### src/shared/lcdsm_pkg.sv
// lcdsm_pkg: constants, carriers and state layout of the lcd scan block
package lcdsm_pkg;
  // ---------------------------------------------------------------
  // register offsets (byte addresses on the wishbone port)
  // ---------------------------------------------------------------
  localparam logic [7:0] ADR_PORT_DATA = 8'h00; // select low
  localparam logic [7:0] ADR_PORT_CMD = 8'h04;  // select high
  localparam logic [7:0] ADR_CHAR_CNT = 8'h08;
  localparam logic [7:0] ADR_TOTAL_CNT = 8'h0c;
  localparam logic [7:0] ADR_PITCH = 8'h10;
  localparam logic [7:0] ADR_LINES = 8'h14;
  localparam logic [7:0] ADR_START_UP = 8'h18;
  localparam logic [7:0] ADR_START_LO = 8'h1c;
  localparam logic [7:0] ADR_MODE = 8'h20;
  // mode register fields and the data port status bit
  localparam int MODE_GFX_BIT = 0;
  localparam int MODE_DUAL_BIT = 1;
  localparam int MODE_FY_LSB = 4;
  localparam int MODE_FX_LSB = 8;
  localparam int STATUS_BIT = 6;
  // ---------------------------------------------------------------
  // command codes, read-cycle timing and the one-byte field width
  // ---------------------------------------------------------------
  localparam logic [7:0] CMD_MEM_WRITE = 8'h42;
  localparam logic [7:0] CMD_MEM_READ = 8'h43;
  localparam logic [7:0] CMD_CURSOR_SET = 8'h46;
  localparam logic [7:0] CMD_CURSOR_STEP = 8'h4c;
  localparam logic [3:0] PHASE_LAST = 4'h8;   // nine clocks per cycle
  localparam logic [3:0] PH_SCAN_ADDR = 4'h0;
  localparam logic [3:0] PH_SCAN_TAKE = 4'h3;
  localparam logic [3:0] PH_HOST_ADDR = 4'h3;
  localparam logic [3:0] PH_HOST_WE = 4'h4;
  localparam logic [3:0] PH_HOST_DONE = 4'h6;
  localparam logic [3:0] PH_SHIFT_LOW = 4'h4;
  localparam logic [3:0] FX_ONE_BYTE = 4'h7;
  // ---------------------------------------------------------------
  // reset values of the configuration
  // ---------------------------------------------------------------
  localparam logic [7:0] CHAR_CNT_RST = 8'h27;
  localparam logic [7:0] TOTAL_CNT_RST = 8'h2f;
  localparam logic [7:0] PITCH_RST = 8'h28;
  localparam logic [7:0] LINES_RST = 8'hef;
  localparam logic [7:0] STEP_RST = 8'h01;
  localparam logic [3:0] FY_RST = 4'h7;
  localparam logic [3:0] FX_RST = 4'h7;
  // ---------------------------------------------------------------
  // types
  // ---------------------------------------------------------------
  typedef enum logic [2:0] {
    HST_IDLE = 3'b000, HST_WRITE = 3'b001, HST_READ = 3'b011,
    HST_CSR_LO = 3'b010, HST_CSR_HI = 3'b110, HST_STEP = 3'b111
  } lcdsm_hst_t;
  typedef struct packed {
    logic [15:0] addr;
    logic [7:0] wdata;
    logic oe_n;
    logic we_n;
  } lcdsm_vram_t;
  typedef struct packed {
    logic shift_clock_out;
    logic line_latch_pulse;
    logic frame_alternation_out;
  } lcdsm_lcd_t;
  typedef struct packed {
    logic valid;
    logic [7:0] data;
    logic [3:0] row;
    logic lower;
    logic graphics;
    logic two_bytes;
  } lcdsm_scan_t;
  typedef struct packed {
    lcdsm_hst_t hst;
    logic [15:0] cursor;
    logic [7:0] step;
    logic pend;
    logic pend_rd;
    logic slot;
    logic [7:0] wbuf;
    logic [7:0] rbuf;
    logic [7:0] sync1;
    logic [7:0] sync2;
    logic [3:0] phase;
    logic [7:0] char_cnt;
    logic [3:0] row;
    logic [7:0] rline;
    logic panel;
    logic [15:0] ls_up;
    logic [15:0] ls_lo;
    logic [7:0] cr;
    logic [7:0] tcr;
    logic [7:0] pitch;
    logic [7:0] lines;
    logic [15:0] sad_up;
    logic [15:0] sad_lo;
    logic graphics;
    logic dual;
    logic [3:0] fy;
    logic [3:0] fx;
    logic ack;
    logic [31:0] dat;
    lcdsm_vram_t vram;
    lcdsm_lcd_t lcd;
    lcdsm_scan_t scan;
  } lcdsm_state_t;

  function automatic lcdsm_state_t lcdsm_rst_f();
    lcdsm_state_t s;
    s = '0;
    s.step = STEP_RST;
    s.cr = CHAR_CNT_RST;
    s.tcr = TOTAL_CNT_RST;
    s.pitch = PITCH_RST;
    s.lines = LINES_RST;
    s.fy = FY_RST;
    s.fx = FX_RST;
    s.vram.oe_n = 1'b1;
    s.vram.we_n = 1'b1;
    return s;
  endfunction : lcdsm_rst_f

  localparam lcdsm_state_t ST_RST = lcdsm_rst_f();
endpackage : lcdsm_pkg

### src/verilog/lcdsm_top.sv
// lcdsm_top: display memory scan sequencer with buffered host access
`timescale 1ns/10ps
`default_nettype none
module lcdsm_top
  import lcdsm_pkg::*;
(
  // clock and reset
  input wire logic core_clk,
  input wire logic reset_n,
  // wishbone slave
  input wire logic wb_cyc_i,
  input wire logic wb_stb_i,
  input wire logic wb_we_i,
  input wire logic [7:0] wb_adr_i,
  input wire logic [3:0] wb_sel_i,
  input wire logic [31:0] wb_dat_i,
  output logic [31:0] wb_dat_o,
  output logic wb_ack_o,
  // display memory
  output lcdsm_vram_t vram_o,
  input wire logic [7:0] vram_rdata_i,
  // lcd drive and scan stream
  output lcdsm_lcd_t lcd_o,
  output lcdsm_scan_t scan_o,
  output logic retrace_flag_bit
);
  // ---------------------------------------------------------------
  // state and helpers
  // ---------------------------------------------------------------
  lcdsm_state_t st_r;
  lcdsm_state_t st_nxt;
  logic acc;
  logic retrace;
  logic [15:0] step_ext;
  logic [15:0] scan_addr;

  // retrace once the span passes the char count
  assign retrace = st_r.char_cnt > st_r.cr;
  assign step_ext = {{8{st_r.step[7]}}, st_r.step};
  // column offset on the current line start of the active panel
  assign scan_addr = (st_r.panel ? st_r.ls_lo : st_r.ls_up)
                     + {8'h00, st_r.char_cnt};
  assign acc = wb_cyc_i && wb_stb_i && !st_r.ack;

  // ---------------------------------------------------------------
  // next state
  // ---------------------------------------------------------------
  always_comb begin
    st_nxt = st_r;
    st_nxt.ack = 1'b0;
    // pin input synchroniser, second stage is the only reader
    st_nxt.sync1 = vram_rdata_i;
    st_nxt.sync2 = st_r.sync1;
    // host port and configuration
    if (acc) begin
      st_nxt.ack = 1'b1;
      st_nxt.dat = '0;
      if (wb_adr_i == ADR_PORT_DATA) begin
        if (!wb_we_i) begin
          st_nxt.dat[STATUS_BIT] = retrace;
        end else if (st_r.pend) begin
          st_nxt.ack = 1'b0; // stall until the buffered byte lands
        end else if (wb_sel_i[0]) begin
          case (st_r.hst)
            HST_WRITE: begin
              st_nxt.wbuf = wb_dat_i[7:0];
              st_nxt.pend = 1'b1;
              st_nxt.pend_rd = 1'b0;
            end
            HST_CSR_LO: begin
              st_nxt.cursor[7:0] = wb_dat_i[7:0];
              st_nxt.hst = HST_CSR_HI;
            end
            HST_CSR_HI: begin
              st_nxt.cursor[15:8] = wb_dat_i[7:0];
              st_nxt.hst = HST_IDLE;
            end
            HST_STEP: begin
              st_nxt.step = wb_dat_i[7:0];
              st_nxt.hst = HST_IDLE;
            end
            default: begin
            end
          endcase
        end
      end else if (wb_adr_i == ADR_PORT_CMD) begin
        if (st_r.pend) begin
          st_nxt.ack = 1'b0; // one host access in flight at most
        end else if (wb_we_i && wb_sel_i[0]) begin
          // command decode; a write stream needs no repeat
          case (wb_dat_i[7:0])
            CMD_MEM_WRITE: st_nxt.hst = HST_WRITE;
            CMD_MEM_READ: begin
              st_nxt.hst = HST_READ;
              st_nxt.pend = 1'b1; // preload the output buffer
              st_nxt.pend_rd = 1'b1;
            end
            CMD_CURSOR_SET: st_nxt.hst = HST_CSR_LO;
            CMD_CURSOR_STEP: st_nxt.hst = HST_STEP;
            default: st_nxt.hst = HST_IDLE;
          endcase
        end else if (!wb_we_i) begin
          if (st_r.hst == HST_READ) begin
            st_nxt.dat[7:0] = st_r.rbuf;
            st_nxt.pend = 1'b1; // fetch next for the following read
            st_nxt.pend_rd = 1'b1;
          end else begin
            st_nxt.dat[15:0] = st_r.cursor;
          end
        end
      end else if (wb_adr_i == ADR_CHAR_CNT) begin
        st_nxt.dat[7:0] = st_r.cr;
        if (wb_we_i && wb_sel_i[0]) st_nxt.cr = wb_dat_i[7:0];
      end else if (wb_adr_i == ADR_TOTAL_CNT) begin
        st_nxt.dat[7:0] = st_r.tcr;
        if (wb_we_i && wb_sel_i[0]) st_nxt.tcr = wb_dat_i[7:0];
      end else if (wb_adr_i == ADR_PITCH) begin
        st_nxt.dat[7:0] = st_r.pitch;
        if (wb_we_i && wb_sel_i[0]) st_nxt.pitch = wb_dat_i[7:0];
      end else if (wb_adr_i == ADR_LINES) begin
        st_nxt.dat[7:0] = st_r.lines;
        if (wb_we_i && wb_sel_i[0]) st_nxt.lines = wb_dat_i[7:0];
      end else if (wb_adr_i == ADR_START_UP) begin
        st_nxt.dat[15:0] = st_r.sad_up;
        if (wb_we_i && wb_sel_i[0]) st_nxt.sad_up[7:0] = wb_dat_i[7:0];
        if (wb_we_i && wb_sel_i[1]) st_nxt.sad_up[15:8] = wb_dat_i[15:8];
      end else if (wb_adr_i == ADR_START_LO) begin
        st_nxt.dat[15:0] = st_r.sad_lo;
        if (wb_we_i && wb_sel_i[0]) st_nxt.sad_lo[7:0] = wb_dat_i[7:0];
        if (wb_we_i && wb_sel_i[1]) st_nxt.sad_lo[15:8] = wb_dat_i[15:8];
      end else if (wb_adr_i == ADR_MODE) begin
        st_nxt.dat[MODE_GFX_BIT] = st_r.graphics;
        st_nxt.dat[MODE_DUAL_BIT] = st_r.dual;
        st_nxt.dat[MODE_FY_LSB +: 4] = st_r.fy;
        st_nxt.dat[MODE_FX_LSB +: 4] = st_r.fx;
        if (wb_we_i && wb_sel_i[0]) begin
          st_nxt.graphics = wb_dat_i[MODE_GFX_BIT];
          st_nxt.dual = wb_dat_i[MODE_DUAL_BIT];
          st_nxt.fy = wb_dat_i[MODE_FY_LSB +: 4];
        end
        if (wb_we_i && wb_sel_i[1]) st_nxt.fx = wb_dat_i[MODE_FX_LSB +: 4];
      end
    end
    // nine-clock read cycle
    st_nxt.phase = (st_r.phase == PHASE_LAST) ? 4'h0 : st_r.phase + 4'h1;
    st_nxt.lcd.shift_clock_out = st_nxt.phase < PH_SHIFT_LOW;
    // memory address, data and output enable move only on three-clock slot boundaries; the write strobe falls one clock later
    if (st_r.phase == PH_SCAN_ADDR) begin
      st_nxt.vram.oe_n = retrace;
      st_nxt.vram.we_n = 1'b1;
      if (!retrace) st_nxt.vram.addr = scan_addr;
    end
    // scan byte sampled before the host slot takes the bus
    st_nxt.scan.valid = 1'b0;
    if (st_r.phase == PH_SCAN_TAKE && !st_r.vram.oe_n) begin
      st_nxt.scan.valid = 1'b1;
      st_nxt.scan.data = st_r.sync2; // text: char code; gfx: 8 pixels
      st_nxt.scan.row = st_r.row;
      st_nxt.scan.lower = st_r.panel;
      st_nxt.scan.graphics = st_r.graphics;
      st_nxt.scan.two_bytes = !st_r.graphics
                              && st_r.fx > FX_ONE_BYTE;
    end
    // host slot in the second third of every cycle
    if (st_r.phase == PH_HOST_ADDR) begin
      st_nxt.vram.oe_n = 1'b1;
      if (st_r.pend) begin
        st_nxt.slot = 1'b1;
        st_nxt.vram.addr = st_r.cursor;
        st_nxt.vram.wdata = st_r.wbuf;
        st_nxt.vram.oe_n = !st_r.pend_rd;
      end
    end
    if (st_r.phase == PH_HOST_WE) begin
      st_nxt.vram.we_n = !(st_r.slot && !st_r.pend_rd);
    end
    if (st_r.phase == PH_HOST_DONE) begin
      st_nxt.vram.we_n = 1'b1;
      st_nxt.vram.oe_n = 1'b1;
      if (st_r.slot) begin
        if (st_r.pend_rd) st_nxt.rbuf = st_r.sync2;
        st_nxt.cursor = st_r.cursor + step_ext;
        st_nxt.slot = 1'b0;
        st_nxt.pend = 1'b0;
      end
    end
    // line and frame sequencing at the end of each read cycle
    if (st_r.phase == PHASE_LAST) begin
      st_nxt.lcd.line_latch_pulse = 1'b0;
      if (st_r.char_cnt >= st_r.tcr) begin
        st_nxt.char_cnt = 8'h00;
        if (st_r.dual && !st_r.panel) begin
          st_nxt.panel = 1'b1; // lower panel line follows
        end else begin
          st_nxt.panel = 1'b0;
          st_nxt.lcd.line_latch_pulse = 1'b1;
          if (st_r.rline >= st_r.lines) begin
            st_nxt.rline = 8'h00;
            st_nxt.row = 4'h0;
            st_nxt.ls_up = st_r.sad_up;
            st_nxt.ls_lo = st_r.sad_lo;
            st_nxt.lcd.frame_alternation_out =
              !st_r.lcd.frame_alternation_out;
          end else begin
            st_nxt.rline = st_r.rline + 8'h01;
            if (!st_r.graphics && st_r.row < st_r.fy) begin
              st_nxt.row = st_r.row + 4'h1; // same codes again
            end else begin
              // gfx moves every raster line, hence 8x memory
              st_nxt.row = 4'h0;
              st_nxt.ls_up = st_r.ls_up + {8'h00, st_r.pitch};
              st_nxt.ls_lo = st_r.ls_lo + {8'h00, st_r.pitch};
            end
          end
        end
      end else begin
        st_nxt.char_cnt = st_r.char_cnt + 8'h01;
      end
    end
  end

  // ---------------------------------------------------------------
  // state register
  // ---------------------------------------------------------------
  // reset stops the drive outputs and blocks the host port
  always_ff @(posedge core_clk or negedge reset_n) begin
    if (!reset_n) begin
      st_r <= ST_RST;
    end else begin
      st_r <= st_nxt;
    end
  end

  // outputs straight from flip-flops, except retrace_flag_bit, which is a compare of two
  assign wb_ack_o = st_r.ack;
  assign wb_dat_o = st_r.dat;
  assign vram_o = st_r.vram;
  assign lcd_o = st_r.lcd;
  assign scan_o = st_r.scan;
  assign retrace_flag_bit = retrace;

  // ---------------------------------------------------------------
  // assertions
  // ---------------------------------------------------------------
  AST_PHASE_WRAP: assert property (@(posedge core_clk) disable iff (!reset_n)
    st_r.phase == PHASE_LAST |=> st_r.phase == 4'h0 ##9 st_r.phase == 4'h0)
    else $error("read cycle is not nine clocks");
  AST_ADDR_THIRD: assert property (@(posedge core_clk) disable iff (!reset_n)
    $changed(vram_o.addr) |-> (st_r.phase == 4'h1 || st_r.phase == 4'h4))
    else $error("memory address moved off a slot boundary");
  AST_RETRACE_QUIET: assert property (@(posedge core_clk) disable iff (!reset_n)
    (retrace && st_r.phase == 4'h1) |-> vram_o.oe_n [*3])
    else $error("scan read during line end pause");
  AST_STATUS_BIT: assert property (@(posedge core_clk) disable iff (!reset_n)
    (acc && !wb_we_i && wb_adr_i == ADR_PORT_DATA)
    |=> wb_ack_o && wb_dat_o[STATUS_BIT] == $past(retrace))
    else $error("status read did not return the retrace flag");
  AST_LATCH_LEN: assert property (@(posedge core_clk) disable iff (!reset_n)
    $rose(lcd_o.line_latch_pulse) |-> lcd_o.line_latch_pulse [*8]
    ##1 lcd_o.line_latch_pulse ##1 !lcd_o.line_latch_pulse)
    else $error("latch pulse not one read cycle long");
  AST_DUAL_LATCH: assert property (@(posedge core_clk) disable iff (!reset_n)
    ($rose(lcd_o.line_latch_pulse) && st_r.dual) |-> $past(st_r.panel))
    else $error("latch pulse after the upper panel line");
  AST_CURSOR_STEP: assert property (@(posedge core_clk) disable iff (!reset_n)
    (st_r.slot && st_r.phase == PH_HOST_DONE)
    |=> st_r.cursor == $past(st_r.cursor) + $past(step_ext))
    else $error("cursor did not advance by the step");
  AST_HOST_BOUND: assert property (@(posedge core_clk) disable iff (!reset_n)
    $rose(st_r.pend) |-> ##[1:18] !st_r.pend)
    else $error("host access not served within two read cycles");
  AST_WE_SLOT: assert property (@(posedge core_clk) disable iff (!reset_n)
    !vram_o.we_n |-> (st_r.phase == 4'h5 || st_r.phase == 4'h6)
    && $past(vram_o.we_n, 2))
    else $error("write strobe outside the host slot");
  AST_RESET_HALT: assert property (@(posedge core_clk)
    !reset_n |-> lcd_o == '0 && !wb_ack_o)
    else $error("drive outputs active during reset");

  // ---------------------------------------------------------------
  // scan and host path checks
  // ---------------------------------------------------------------
  // scan byte shows one clock after its take phase
  AST_SCAN_PHASE: assert property (@(posedge core_clk)
    disable iff (!reset_n) scan_o.valid |-> st_r.phase == 4'h4)
    else $error("scan byte outside its slot");
  // shift clock falls entering the low five clocks of the cycle
  AST_SHIFT_LOW: assert property (@(posedge core_clk)
    disable iff (!reset_n) st_r.phase == PH_SHIFT_LOW
    |-> !lcd_o.shift_clock_out && $past(lcd_o.shift_clock_out))
    else $error("shift clock not low in the second part");
  // the read command starts the prefetch
  AST_PREFETCH: assert property (@(posedge core_clk)
    disable iff (!reset_n) (acc && wb_we_i && wb_sel_i[0] && !st_r.pend
    && wb_adr_i == ADR_PORT_CMD && wb_dat_i[7:0] == CMD_MEM_READ)
    |=> st_r.pend && st_r.pend_rd)
    else $error("read command did not start a prefetch");
  // a finished host read refills the output buffer
  AST_RBUF_FILL: assert property (@(posedge core_clk)
    disable iff (!reset_n) (st_r.slot && st_r.pend_rd
    && st_r.phase == PH_HOST_DONE) |=> st_r.rbuf == $past(st_r.sync2))
    else $error("output buffer not refilled");
  // graphics line start moves by the pitch
  AST_GFX_PITCH: assert property (@(posedge core_clk)
    disable iff (!reset_n) (st_r.phase == PHASE_LAST && !st_r.dual
    && st_r.char_cnt >= st_r.tcr && st_r.graphics
    && st_r.rline < st_r.lines)
    |=> st_r.ls_up == $past(st_r.ls_up) + {8'h00, $past(st_r.pitch)})
    else $error("graphics line start did not add the pitch");
  // text rows reuse the start and advance the glyph row
  AST_TEXT_ROW: assert property (@(posedge core_clk)
    disable iff (!reset_n) (st_r.phase == PHASE_LAST && !st_r.dual
    && st_r.char_cnt >= st_r.tcr && !st_r.graphics
    && st_r.rline < st_r.lines && st_r.row < st_r.fy)
    |=> st_r.ls_up == $past(st_r.ls_up)
    && st_r.row == $past(st_r.row) + 4'h1)
    else $error("text row did not reuse the line start");

  COV_LATCH: cover property (@(posedge core_clk) disable iff (!reset_n)
    $rose(lcd_o.line_latch_pulse));
  COV_HOST_READ: cover property (@(posedge core_clk) disable iff (!reset_n)
    st_r.slot && st_r.pend_rd && st_r.phase == PH_HOST_DONE);
  COV_HOST_WRITE: cover property (@(posedge core_clk) disable iff (!reset_n)
    !vram_o.we_n);
  COV_FRAME: cover property (@(posedge core_clk) disable iff (!reset_n)
    $changed(lcd_o.frame_alternation_out));
  COV_DUAL: cover property (@(posedge core_clk) disable iff (!reset_n)
    scan_o.valid && scan_o.lower);
endmodule : lcdsm_top
`default_nettype wire

### config.mk
export PLATFORM = sky130hd
export DESIGN_NAME = lcdsm_top
export DESIGN_NICKNAME = d
export VERILOG_FILES = /design/src/shared/lcdsm_pkg.sv /design/src/verilog/lcdsm_top.sv
export SDC_FILE = /design/constraint.sdc
export NUM_CORES = 1
export LEC_CHECK = 0
export ABC_AREA = 1
export BUFFER_PORTS_ARGS = -buffer_cell sky130_fd_sc_hd__clkbuf_2
export CORE_MARGIN = 2
export CORE_UTILIZATION = 35
export DETAILED_ROUTE_END_ITERATION = 16
export SLEW_MARGIN = 20
export SYNTH_ARGS = -nofsm -noshare
export SYNTH_HDL_FRONTEND = slang
export SYNTH_SLANG_ARGS = --single-unit
### constraint.sdc
create_clock -name core_clk -period 2.8 [get_ports core_clk]
set_input_delay 0.28 -clock core_clk [delete_from_list [all_inputs] [get_ports core_clk]]
set_output_delay 0.28 -clock core_clk [all_outputs]
set_load 0.01 [all_outputs]
After elaboration in Yosys (flattened, before gate mapping) --
Index checks and enable logic that the tools add are counted.
Storage, ports and cells: register bits after elaboration 255, output and inout port bits 79, logic and storage cells 219
Cells by class: $add $sub $neg 8, order comparisons 6, equality and inequality tests 29, muxes and demuxes 79, bitwise operators 10, reductions and logical operators 43
Operators with widths (count):
- $mux W16 | 11
- $mux W8 | 16
- $mux W29 | 3
- $mux W32 | 2
- $mux W25 | 2
- $add A16 B8 Y16 | 3
- $mux W33 | 1
- $eq A8 B5 Y1 const B | 4
- $eq A8 B7 Y1 const B | 4
- $mux W2 | 15
- $reduce_and A9 Y1 | 3
- $mux W26 | 1
- $mux W24 | 1
- $reduce_and A11 Y1 | 2
- $reduce_and A10 Y1 | 2
- $reduce_and A6 Y1 | 3
- $add A16 B16 Y16 | 1
- $add A8 B1 Y8 const B | 2
- $eq A8 B4 Y1 const B | 2
- $ge A8 B8 Y1 | 2
- $mux W1 | 15
- $reduce_and A7 Y1 | 2
- $mux W12 | 1
- $mux W3 | 4
- 36 further kinds | 73

Longest topological paths before layout --
word-level depth 11, gate-level depth with buffers 17

Worst setup path after synthesis --
OpenSTA, ideal clock, no wires.
kind flip-flop to flip-flop, start register st_r[184] in the netlist's numbering, end register st_r (netlist bit vram_o[18]), setup time 0.063 ns, arrival time 2.249 ns, required time 2.737 ns, slack 0.488 ns, stages on the path, launching flop included 18, buffers on the path 2, period minus slack after synthesis 2.312 ns, path through dfrtp_1 buf_2 buf_1 nand2_1 o21ai_0 ha_1 inv_1 fa_1 inv_1 nand3_1 nand2_1 nand2_1 nand2_1 xor2_1 nand2_1 nand3_1 nand2_1 inv_1
RTL lines:
- from (decl) | line lcdsm_top.sv:30 | lcdsm_state_t st_r;
- from (signal assigned) | line lcdsm_top.sv:230 | st_r <= st_nxt;

Final worst setup path --
start register st_r[146] in the netlist's numbering, end output port retrace_flag_bit
Between the ends: cells in the longest elaborated chain, start to end 1
RTL lines:
- $gt A8 B8 Y1 | line lcdsm_top.sv:38 | assign retrace = st_r.char_cnt > st_r.cr;
- to (decl) | line lcdsm_top.sv:25 | output logic retrace_flag_bit
Every way passes these cells.

==> results_dict.tcl <==
set metrics [dict create \
    outcome "finished clean" \
    start_kind "register" \
    period_needed_ns 2.53 \
    fp.coreArea_mm2 0.0452 \
    synth_top_family_by_area "simple AND/OR/NAND/NOR gates" \
    setup_viol 0 \
    synth-adder-area-share 0.0616 \
    synthArstFlopShare 1.00 \
    cts_sinks 255 \
    critPathBufInv 4 \
    area_growth_pct 12.9 \
    detail-route-antenna-nets 0 \
    drt_pass1_iterations 7 \
    ys_seq_area_frac 0.403 \
    reg2reg_depth 13 \
    crit_cells 11 \
    gp_congestion 0.972 \
    synthMuxAreaShare 0 \
    drc_errors 0 \
    via_per_inst 4.92 \
    die_x_um 217 \
    ir_worst_vdd_v 0.000426 \
    path_clk_slew_ns 0.06 \
    core.rowCount 78 \
    dieHeight_um 217 \
    maxSlewHeadroom 0.540 \
    cp_slowest_cell "dfstp_2" \
    synth_flop_cell "dfrtp_1" \
    max_slew.worst_pin.slew_ns 0.683 \
    synthCells 2144 \
    overflow 0 \
    finalCritPeriodShare 0.905 \
    ys_types 53 \
    synth_compound_area_frac 0.118 \
    yosys_warnings 0 \
    synth-seq-cells 255 \
    cts_tree "done" \
    grt_setup_unrepaired "false" \
    cts_buffers 29 \
    grt_max_degree 83 \
    portBuffers 101 \
    synth_edf_count 0 \
    crit_path_frequent_cell "nand2_1" \
    num_vias 13900 \
    crit_chain "inv_1, ha_1, nand2_1, inv_1, nand2_1, nand2_1, nand2_1, nand2_1, nand2_1, inv_1, clkbuf_2" \
    crit_required_ns 2.52 \
    crit_arrival_ns 2.25 \
    diodes 0 \
    finalPower_w 0.00865 \
    crit_path_max_incr_delay_ns 0.55 \
    avgSynthCellArea_um2 7.43 \
    pin_count 136 \
    cp-end-kind "output pin" \
    regToRegStartpoint "st_r[121]" \
    fmax_mhz 395 \
    synth-simple-area-share 0.283 \
    drv_slew 0 \
    start_util 0.353 \
    drive_gt1_frac 0.121 \
    cp_max_fo 3 \
    clockBufferDepth 3 \
    dr.first_iter.drc_count 1155 \
    htree_levels 1 \
    critPathCapture "retrace_flag_bit" \
    clk_latency_ns 0.57 \
    p_per_area_mw_per_mm2 481 \
    grt_pass1_vias 13500 \
    grt_pass1_wl_um 76100 \
    crit_family "flip-flops" \
    startpoint "st_r[146]" \
    wl_um 47900 \
    final_nets 2339 \
    syn-cell-area_mm2 0.0159 \
    wl_per_cell_um 16.9 \
    postCtsSetupRepairBufs 0 \
    hpwl_um 36700 \
    r2r_slack_ns 0.44 \
    hold_class "input pin to register" \
    synth-xor-area-share 0.0198 \
    finalHoldViolCount 0 \
    critPathKind "register to output pin" \
    p_leak_nw 9.12 \
    cap_violations 0 \
    dp_cells 2756 \
    die-area_mm2 0.0472 \
    antenna_found_initial 0 \
    clock-root-buffer "clkbuf_16" \
    final_cells 2829 \
    reg2reg_to "st_r[175]" \
    fin_tns_setup_ns 0 \
    grtUsageTotal 0.205 \
    fin_skew_ns 0.0139 \
]
-- sequential cells by signal, indices dropped and copies added (netlist names) --
register and count:
scan_o 16, vram_o 26, st_nxt 8, wb_ack_o 1, wb_dat_o 16, st_r 185, lcd_o 3
-- cells in the mapped netlist, types with 6 or more instances --
master	number	area [um2]
buf_4	83	623
o31ai_1	6	45.0
xor2_1	21	184
o211ai_1	8	60.1
nand4_1	16	100
nand3b_1	12	90.1
nand3_1	145	726
nor3_1	20	100
xnor2_1	15	131
nand2_1	705	2650
inv_2	9	33.8
a21oi_1	104	521
dfstp_2	27	709
o21ai_1	40	200
or2_2	6	37.5
o21ai_0	165	826
inv_1	230	863
dfrtp_1	228	5710
nor2_1	98	368
buf_2	18	90.1
buf_6	7	78.8
ha_1	72	901
nor2_4	8	90.1
clkbuf_1	26	97.6
-- worst min-delay path, stage by stage --
cell      delay, ns
clkbuf_2       0.08
inv_1          0.10
o21ai_1        0.08
-- logic make-up after synthesis --
logic type               count (synthesis)
AND/OR/NAND/NOR                       1040
adder cells (fa/ha/maj)                 76
AO/OA/AOI/OAI                          352
XOR/XNOR                                36
other                                    1
flip-flops                             255
buffers and inverters                  384
-- layout make-up --
| type | instances | area, um2 |
|---|---|---|
| fill | 4643 | 27200 |
| multi-input combinational | 1520 | 7740 |
| sequential | 255 | 6410 |
| tap | 600 | 751 |
| clock inverter | 20 | 339 |
| timing repair buffer | 154 | 1020 |
| clock buffer | 34 | 785 |
| inverter | 246 | 928 |
-- how the worst min path moves through the flow --
stage / from / endpoint / slack [ns] / cells after the start
2_1_floorplan: reset_n / lcd_o[0] / -0.02 / 0
3_3_place_gp: st_nxt[211] / st_r[211] / 0.33 / 0
3_5_place_dp: reset_n / st_r[250] / 0.34 / 1
4_1_cts: wb_dat_i[0] / st_r[252] / 0.003 / 3
5_1_grt: wb_dat_i[11] / st_r[99] / 0.03 / 3
6_report: wb_dat_i[15] / st_r[103] / 0.008 / 3
-- routing by layer --
layer | global-route usage | vias to the layer above | part of all wire
met3 | 0.0379 | 78 | 0.069
met2 | 0.311 | 427 | 0.43
li1 | - | 6943 | -
met5 | 0 | - | 0
met4 | 0.0717 | 0 | 0.035
met1 | 0.293 | 6462 | 0.47
-- repair_timing --
action,CTS,global route
hold endpoints to repair,88,0
resized for setup,0,0
hold buffers,19,0
-- through the flow --
| step | cell area [um2] | hold slack, ns | setup slack [ns] | util |
|---|---|---|---|---|
| floorplan | 16000 | -0.0156 | 0.488 | - |
| global placement | 16700 | 0.332 | 0.461 | 0.369 |
| detailed placement | 16700 | 0.336 | 0.414 | 0.369 |
| CTS | 18000 | 0.00259 | 0.258 | 0.398 |
| global route | 18000 | 0.0284 | 0.124 | 0.398 |
| finish | 18000 | 0.00779 | 0.266 | 0.398 |
-- power by group --
part | leakage, nW | internal (W) | switching [W]
clock network | 0.556 | 0.00283 | 0.00165
registers | 3.31 | 0.00374 | 0.0000348
logic | 5.25 | 0.000120 | 0.000282
total | 9.12 | 0.00669 | 0.00196
-- layout by cell type, fill, tap and decap left out, drive strengths merged, types with 16 or more instances in the layout --
master and n:
dfrtp 228, xor2 21, nand2 714, nor2 113, nor3 21, nand4 19
ha 72, clkinv 16, o21ai 205, dfstp 27, buf 35, dlygate4sd3 19
conb 16, nand3 151, clkbuf 134, inv 241, a21oi 108
No activity file was read; power rests on OpenSTA's default activity.
